[src/inc/wprhc_pkg.sv]
// Purpose: Shared constants and types for the receiver host-control pin block
// Assumes: 20 MHz core clock, no register bus
// Notes:   Power-good mode and rx state encodings live here

// ****************************************
// Package
// ****************************************
package wprhc_pkg;

	// Power profile selector
	localparam logic       PROFILE_BASELINE = 1'h0;
	localparam logic       PROFILE_EXTENDED = 1'h1;

	// Reset values
	localparam logic       PGOOD_RST        = 1'h0;
	localparam logic       IRQ_N_RST        = 1'h1;
	localparam logic [2:0] SYNC_RST         = 3'h7; // Serial lines idle high, so no false edge after reset
	localparam logic       INHIBIT_RST      = 1'h1; // Refuse a link until the pin is seen low

	// Receiver link states
	typedef enum logic [2:0] {
		WPRHC_IDLE     = 3'b000,
		WPRHC_CONNECT  = 3'b001,
		WPRHC_NEGOT    = 3'b010,
		WPRHC_TRANSFER = 3'b011,
		WPRHC_ENDING   = 3'b100,
		WPRHC_SHARE    = 3'b101
	} wprhc_state_t;

	// Interrupt cause bit positions
	localparam int CAUSE_OVP   = 0;
	localparam int CAUSE_OCP   = 1;
	localparam int CAUSE_OTP   = 2;
	localparam int CAUSE_STATE = 3;
	localparam int CAUSE_W     = 4;

endpackage : wprhc_pkg

[src/rtl/wprhc_pins.sv]
// Purpose: Host-facing pin logic of a wireless power receiver
// Assumes: Serial slave core, analog comparators and power-transfer engine sit outside
// Notes:   Open-drain pins are split into in/out/oe; oe is high while pulling low
//
// Overview of operation
// First open-drain pin carries serial clock; pull-up supplies high.
// Second open-drain pin carries serial data; device only pulls low.
// Interrupt pin pulled low for status changes, else released.
// Interrupt raised on state changes and over-current, voltage, temperature; code raises none on connect-to-negotiate step.
// Inhibit low enables receive; high refuses connecting to transmitter.
// Inhibit high during transfer sends end packet; overvoltage protection stays.
// Power-good output is low by default until its condition.
// Baseline profile: power-good rises when main regulator enables.
// Extended profile: power-good at negotiation end, or regulator option.
// Share enable high starts share transmit when output power appears.
// External clamp drive follows the internal clamp control.
// Rectifier at ninety percent threshold engages clamp, raises overvoltage interrupt.
// Interrupt held until host clears every pending cause.
// Host treats interrupt as active-low level, reads status serially.
`timescale 1ns/1ps

module wprhc_pins
	import wprhc_pkg::*;
(
	input  wire logic                core_clk,
	input  wire logic                nrst,
	input  wire logic                scl_in,
	output logic                     scl_out,
	output logic                     scl_oe,
	input  wire logic                sda_in,
	output logic                     sda_out,
	output logic                     sda_oe,
	input  wire logic                slave_sda_pull,
	output logic                     slave_scl,
	output logic                     slave_sda,
	output logic                     irq_out_n,
	output logic                     irq_oe,
	input  wire logic                inhibit_pin,
	input  wire logic                share_enable_pin,
	input  wire logic                profile_sel,
	input  wire logic                pgood_on_regulator,
	input  wire logic                tx_detected,
	input  wire logic                negotiation_done,
	input  wire logic                regulator_enabled,
	input  wire logic                transfer_lost,
	input  wire logic                output_power_present,
	input  wire logic                rect_near_ovp,
	input  wire logic                over_current,
	input  wire logic                over_temp,
	input  wire logic [CAUSE_W-1:0] cause_clear,
	output logic [CAUSE_W-1:0]      cause_pending,
	output logic                     power_good_out,
	output logic                     ext_clamp_gate_drive,
	output logic                     internal_clamp,
	output logic                     send_end_packet,
	output logic                     rx_enable,
	output logic                     power_share_mode,
	output logic                     ovp_active
);

	// ****************************************
	// State record
	// ****************************************
	typedef struct packed {
		logic [2:0]         scl_sync;
		logic [2:0]         sda_sync;
		logic [2:0]         inh_sync;
		logic [2:0]         shr_sync;
		logic               inh;
		logic               shr;
		wprhc_state_t       state;
		logic [CAUSE_W-1:0] cause;
		logic               ovp_prev;
		logic               ocp_prev;
		logic               otp_prev;
		logic               irq_n;
		logic               sda_pull;
		logic               pgood;
		logic               clamp;
		logic               end_pkt;
		logic               rx_en;
		logic               share;
	} wprhc_reg_t;

	wprhc_reg_t s_q;
	wprhc_reg_t s_d;

	// Majority-free filter: level moves only when stages two and three agree
	function automatic logic wprhc_filt(input logic [2:0] sync, input logic cur);
		wprhc_filt = (sync[1] == sync[2]) ? sync[2] : cur;
	endfunction : wprhc_filt

	// ****************************************
	// Next-state logic
	// ****************************************
	always_comb begin
		logic state_evt;
		state_evt = 1'b0;
		s_d       = s_q;

		// Pin synchronisers, three stages each
		s_d.scl_sync = {s_q.scl_sync[1:0], scl_in};
		s_d.sda_sync = {s_q.sda_sync[1:0], sda_in};
		s_d.inh_sync = {s_q.inh_sync[1:0], inhibit_pin};
		s_d.shr_sync = {s_q.shr_sync[1:0], share_enable_pin};
		s_d.inh      = wprhc_filt(s_q.inh_sync, s_q.inh);
		s_d.shr      = wprhc_filt(s_q.shr_sync, s_q.shr);

		// Data pin only ever pulled low, never driven high
		s_d.sda_pull = slave_sda_pull;

		// Clamp engages from the ninety percent comparator, regardless of inhibit
		s_d.clamp = rect_near_ovp;
		s_d.end_pkt = 1'b0;

		// Link state machine
		case (s_q.state)
			WPRHC_IDLE: begin
				if (s_q.shr && output_power_present) begin
					s_d.state = WPRHC_SHARE;
					state_evt = 1'b1;
				end else if (!s_q.inh && tx_detected) begin
					s_d.state = WPRHC_CONNECT;
					state_evt = 1'b1;
				end
			end
			WPRHC_CONNECT, WPRHC_NEGOT: begin
				if (s_q.inh || transfer_lost) begin
					s_d.state = WPRHC_IDLE;
					state_evt = 1'b1;
				end else if (s_q.state == WPRHC_CONNECT) begin
					s_d.state = WPRHC_NEGOT;
				end else if (negotiation_done) begin
					s_d.state = WPRHC_TRANSFER;
					state_evt = 1'b1;
				end
			end
			WPRHC_TRANSFER: begin
				if (s_q.inh) begin
					s_d.state   = WPRHC_ENDING;
					s_d.end_pkt = 1'b1;
					state_evt   = 1'b1;
				end else if (transfer_lost) begin
					s_d.state = WPRHC_IDLE;
					state_evt = 1'b1;
				end
			end
			WPRHC_ENDING: begin
				// Stay off until inhibit drops; overvoltage clamp keeps running
				if (!s_q.inh) begin
					s_d.state = WPRHC_IDLE;
					state_evt = 1'b1;
				end
			end
			WPRHC_SHARE: begin
				if (!s_q.shr || !output_power_present) begin
					s_d.state = WPRHC_IDLE;
					state_evt = 1'b1;
				end
			end
			default: s_d.state = WPRHC_IDLE;
		endcase

		s_d.rx_en = !s_q.inh;
		s_d.share = (s_d.state == WPRHC_SHARE);

		// Power-good per profile, low outside negotiation and transfer
		if (s_q.state == WPRHC_TRANSFER || s_q.state == WPRHC_NEGOT) begin
			if (profile_sel == PROFILE_BASELINE || pgood_on_regulator)
				s_d.pgood = regulator_enabled;
			else
				s_d.pgood = (s_q.state == WPRHC_TRANSFER);
		end else begin
			s_d.pgood = PGOOD_RST;
		end

		// Sticky causes on rising events; set wins over clear
		s_d.ovp_prev = rect_near_ovp;
		s_d.ocp_prev = over_current;
		s_d.otp_prev = over_temp;
		s_d.cause = s_q.cause & ~cause_clear;
		if (rect_near_ovp && !s_q.ovp_prev) s_d.cause[CAUSE_OVP] = 1'b1;
		if (over_current && !s_q.ocp_prev)  s_d.cause[CAUSE_OCP] = 1'b1;
		if (over_temp && !s_q.otp_prev)     s_d.cause[CAUSE_OTP] = 1'b1;
		if (state_evt)                      s_d.cause[CAUSE_STATE] = 1'b1;

		// Pin low while anything pending
		s_d.irq_n = ~|s_d.cause;
	end

	// ****************************************
	// State register
	// ****************************************
	always_ff @(posedge core_clk or negedge nrst) begin
		if (!nrst) begin
			s_q          <= '0;
			s_q.state    <= WPRHC_IDLE;
			s_q.irq_n    <= IRQ_N_RST;
			s_q.scl_sync <= SYNC_RST;
			s_q.sda_sync <= SYNC_RST;
			// Inhibit starts asserted: a pin held high across reset must never let a link form
			s_q.inh_sync <= {3{INHIBIT_RST}};
			s_q.inh      <= INHIBIT_RST;
			s_q.pgood    <= PGOOD_RST;
		end else begin
			s_q <= s_d;
		end
	end

	// ****************************************
	// Outputs, from flip-flops or tied to constants
	// ****************************************
	assign scl_out              = 1'b0; // Clock pin is input-only for a slave; see
	assign scl_oe               = 1'b0;
	assign sda_out              = 1'b0;
	assign sda_oe               = s_q.sda_pull;
	assign slave_scl            = s_q.scl_sync[2];
	assign slave_sda            = s_q.sda_sync[2];
	assign irq_out_n            = 1'b0;
	assign irq_oe               = ~s_q.irq_n;
	assign cause_pending        = s_q.cause;
	assign power_good_out       = s_q.pgood;
	assign internal_clamp       = s_q.clamp;
	assign ext_clamp_gate_drive = s_q.clamp;
	assign send_end_packet      = s_q.end_pkt;
	assign rx_enable            = s_q.rx_en;
	assign power_share_mode     = s_q.share;
	assign ovp_active           = 1'b1; // Rectifier protection never gated by inhibit; see

endmodule : wprhc_pins

[config.mk]
export PLATFORM = sky130hd
export DESIGN_NAME = wprhc_pins
export DESIGN_NICKNAME = d
export VERILOG_FILES = /design/src/inc/wprhc_pkg.sv /design/src/rtl/wprhc_pins.sv
export SDC_FILE = /design/constraint.sdc
export NUM_CORES = 1
export LEC_CHECK = 0
export BUFFER_PORTS_ARGS = -buffer_cell sky130_fd_sc_hd__buf_2
export CAP_MARGIN = 20
export CORE_MARGIN = 1
export CORE_UTILIZATION = 40
export CTS_BUF_LIST = sky130_fd_sc_hd__clkbuf_8
export DETAILED_ROUTE_END_ITERATION = 12
export GPL_TIMING_DRIVEN = 1
export PLACE_DENSITY = 0.69
export SETUP_SLACK_MARGIN = 0.4
export SLEW_MARGIN = 20
export SYNTH_ARGS = -nofsm -noshare
export SYNTH_HDL_FRONTEND = slang
export SYNTH_SLANG_ARGS = --single-unit
[constraint.sdc]
create_clock -name core_clk -period 1.4 [get_ports core_clk]
set_clock_uncertainty 0.1 [all_clocks]
set_input_delay 0.28 -clock core_clk [delete_from_list [all_inputs] [get_ports core_clk]]
set_output_delay 0.28 -clock core_clk [all_outputs]
set_load 0.02 [all_outputs]
-- After elaboration in Yosys (flattened, before gate mapping)
Index checks and enable logic that the tools add are counted.
- flip-flop bits (word level): 30
- input bits: 21
- logic and storage cells: 76
- output and inout bits: 19
- bitwise logic cells: 4
- reductions and logical operators: 19
- eq/ne operators: 8
- mux-type cells: 28
- operators by type and width (operator ; number):
    two-way mux 3 bit ; 9
    two-way mux 1 bit ; 17
    case mux 3 bit (5 select lines) ; 1
    equality test 3 bit (second input constant) ; 3
    zero test 1 bit ; 7
    equality test 3 x 2 -> 1 bit (second input constant) ; 2
    logical AND 1 bit ; 5
    case mux 1 bit (5 select lines) ; 1
    AND 4 bit ; 1
    logical OR 1 bit ; 4
    NOT 4 bit ; 1
    OR reduction 4 bit ; 1
    equality test 3 x 1 -> 1 bit (second input constant) ; 1
    zero test 3 bit ; 1
    equality test 1 bit ; 2
    NOT 1 bit ; 2
    OR reduction 2 bit ; 1

-- Longest topological paths before layout
- depth in word-level cells: 8
- gate-level depth with buffers: 5
- depth with buffers taken out: 4

-- Least setup slack after synthesis
OpenSTA, ideal clock, no wires.
- path kind: register -> register
- start point: register s_q[15] (netlist bit)
- end point: register s_q[6] (netlist bit)
- period minus slack after synthesis: 1.430 ns
- cell stages (with the launch flop): 6
- arrival time: 1.240 ns
- data required time: 1.210 ns
- library setup time: 0.090 ns
- slack: -0.030 ns
- buffers on the path: 1
- cell sequence: dfrtp_1 clkbuf_1 nor2b_1 a32oi_1 nand4_2 nor4_2
- RTL lines (item ; RTL line ; RTL):
    from (decl) ; wprhc_pins.sv:85 ; wprhc_reg_t s_q;

==> impl_metrics.json <==
{
  "synth.distinct_cells": 31,
  "antenna_cells": 0,
  "antenna_found_initial": 0,
  "die_area_um2": 3119,
  "rsz0062_at_grt": "yes",
  "fillers": 221,
  "cp-end-kind": "flop",
  "violations": "negative hold slack, negative setup slack",
  "layout_common_cells": "buf_2, buf_6, dfrtp_1",
  "post-dp-hpwl_mm": 1.323,
  "final_period_minus_worst_setup_slack_ps": 1452,
  "die_w_um": 55.85,
  "path_cells": "or3_1 -> a32oi_2 -> nand4_4 -> nor4_2",
  "slew_violations": 0,
  "dp_cells": 148,
  "routed_wl_mm": 2.106,
  "period_share_pct": 103.7,
  "drc": 0,
  "fmax_ghz": 0.6885,
  "syn_to_final_growth_pct": 38.94,
  "rows": 19,
  "worstMarginPinSlew_ps": 623.3,
  "netlist_instances": 92,
  "power_density_nw_per_um2": 1539,
  "path_class": "flop to flop",
  "critPathLaunchType": "flop",
  "grt_pass1_wl_mm": 3.470,
  "syn_area_per_cell_um2": 12.61,
  "cpPeakStageDelay_ps": 400,
  "cts.sinks": 30,
  "nets": 152,
  "cpLargestDelayFamily": "simple AND/OR/NAND/NOR gates",
  "cap_violations": 0,
  "grt_overflow": 0,
  "synth_warnings": 0,
  "die_y_um": 55.85,
  "p_leak_uw": 0.0007681,
  "cts_htree_levels": 2,
  "start_util_pct": 42.06,
  "status": "finished, violations left",
  "path_clk_slew_ps": 70,
  "cts_buffer_depth": 2,
  "syn_area_um2": 1160,
  "cts_tree": "built",
  "grt_max_degree": 31,
  "numCtsBuffers": 5,
  "worst-endpoint-arrival_ps": 1530,
  "clock-root-buffer": "clkbuf_8",
  "synth_seq_cells": 30,
  "drt_iter0_markers": 12,
  "via_count": 800,
  "seq_area_frac_synth_pct": 65.91,
  "ios": 40,
  "relSlewSlack_pct": 58.45,
  "setup_viol": 1,
  "path_buf_inv": 0,
  "core_um2": 2758,
  "wl_per_cell_um": 12.92,
  "grt_use_total_pct": 14.99,
  "numPortBuffers": 34,
  "seqCellArea_um2": 768.2,
  "hold_viol_final": 19,
  "fin_hold_ws_ps": -91.11,
  "finalPower_uw": 2480,
  "fin_cells": 163,
  "multi_input_area_um2": 342.8,
  "ir_worst_vdd_uv": 1263,
  "drive_gt1_share_pct": 53.79,
  "cp.required_ps": 1480,
  "ant_nets": 0,
  "clk_latency_ps": 280,
  "ctsHoldBuffers": 3,
  "routabilityCongestion": 0.7136,
  "grt_pass1_vias": 784,
  "critPathSlowestCell": "dfstp_2",
  "worst-path-max-fanout": 7,
  "layout_commonest_cell": "buf_2",
  "firstDrtPassIters": 4,
  "setup_ws_ps": -52.49,
  "avgViaCountPerCell": 4.908,
  "worst_hold_path_type": "input pin to async pin"
}
[what timing repair did]
action,4_1_cts,5_1_grt
pin swaps,3,2
hold endpoints to repair,22,19
setup endpoints to repair,21,22
gates resized for setup,36,9
setup buffers,4,0
cloned,0,0
[cell type report]
| type | count | share of cell area, % |
|---|---|---|
| inverter | 9 | 2.096 |
| tap | 31 | 2.407 |
| clock inverter | 2 | 0.5435 |
| timing repair buffer | 42 | 20.89 |
| multi-input combinational | 43 | 21.27 |
| clock buffer | 6 | 5.124 |
| sequential | 30 | 47.67 |
[cells in the mapped netlist]
cell | n | share of area, %
a32oi_2 | 1 | 1.4
nor3_1 | 2 | 0.86
nand3_1 | 2 | 0.86
nor4_2 | 1 | 1.1
clkbuf_1 | 1 | 0.32
buf_2 | 2 | 0.86
dfstp_2 | 11 | 25
dfrtp_1 | 19 | 41
nor2b_1 | 3 | 1.6
mux2i_1 | 1 | 0.86
a2111o_1 | 1 | 0.97
nand2_1 | 4 | 1.3
conb_1 | 2 | 0.65
maj3_1 | 2 | 1.7
a22oi_1 | 1 | 0.65
or2b_1 | 1 | 0.65
buf_4 | 10 | 6.5
and3_1 | 1 | 0.54
nand2b_1 | 2 | 1.1
nand4_2 | 1 | 1.1
nor3b_1 | 1 | 0.65
o22ai_1 | 3 | 1.6
inv_1 | 9 | 2.9
o32ai_1 | 1 | 0.76
xor2_1 | 1 | 0.76
nor4_1 | 1 | 0.54
nor2_1 | 4 | 1.3
a211o_1 | 1 | 0.76
or3_1 | 1 | 0.54
a32oi_1 | 1 | 0.76
or2_1 | 1 | 0.54
[sequential cells by signal, indices dropped and copies added, names as in the netlist]
signal,cells
slave_scl,1
slave_sda,1
s_q,10
sda_oe,1
power_good_out,1
cause_pending,4
ext_clamp_gate_drive,1
s_d,8
rx_enable,1
send_end_packet,1
power_share_mode,1
[through the flow]
stage               TNS (ps)  setup slack, ps  util [%]  instance area [um^2]  hold WS [ps]
finish                -52.49           -52.49     58.44                  1612        -91.11
global route          -92.01           -92.01     58.44                  1612        -42.10
CTS                   -37.04           -37.04     56.62                  1562        -65.00
detailed placement    -66.60           -66.60     47.37                  1306         240.3
global placement      -5.775           -5.775     47.37                  1306         221.0
floorplan                  0            105.9         -                  1189        -115.6
[report_power, final]
part           internal, uW  switching (uW)  total [uW]
combinational           345             332         677
sequential              987             116        1100
clock                   388             312         701
[final timing paths]
check,startpoint,end,slack [ps],depth (start not counted)
worst max register to register,s_q[18],s_q[6],-50,4
worst max-delay path,s_q[18],s_q[6],-50,4
min in group core_clk,inhibit_pin,s_d[23],0,1
worst min-delay path,nrst,power_good_out,-90,1
worst min register to register,s_d[20],s_d[21],250,0
max in group asynchronous,nrst,s_q[16],850,1
[per-layer routing]
metal	wire length (um)	vias up	global-route usage [%]
met5	0	-	0
met4	21	0	5.575
met3	152	7	6.279
met2	1138	36	26.16
met1	794	391	16.22
li1	-	366	-
[kinds of logic (layout without fill, tap and decap cells)]
logic type | after synthesis | after routing | share of synthesized area [%]
AO/OA/AOI/OAI | 9 | 9 | 6.905
XOR/XNOR | 1 | 1 | 0.7553
multiplexers | 1 | 1 | 0.8630
buffers and inverters | 22 | 59 | 10.57
adder cells (fa/ha/maj) | 2 | 2 | 1.726
AND/OR/NAND/NOR | 25 | 25 | 12.62
other | 2 | 5 | 0.6475
flip-flops | 30 | 30 | 65.91
Power figures use the tool's default switching activity.
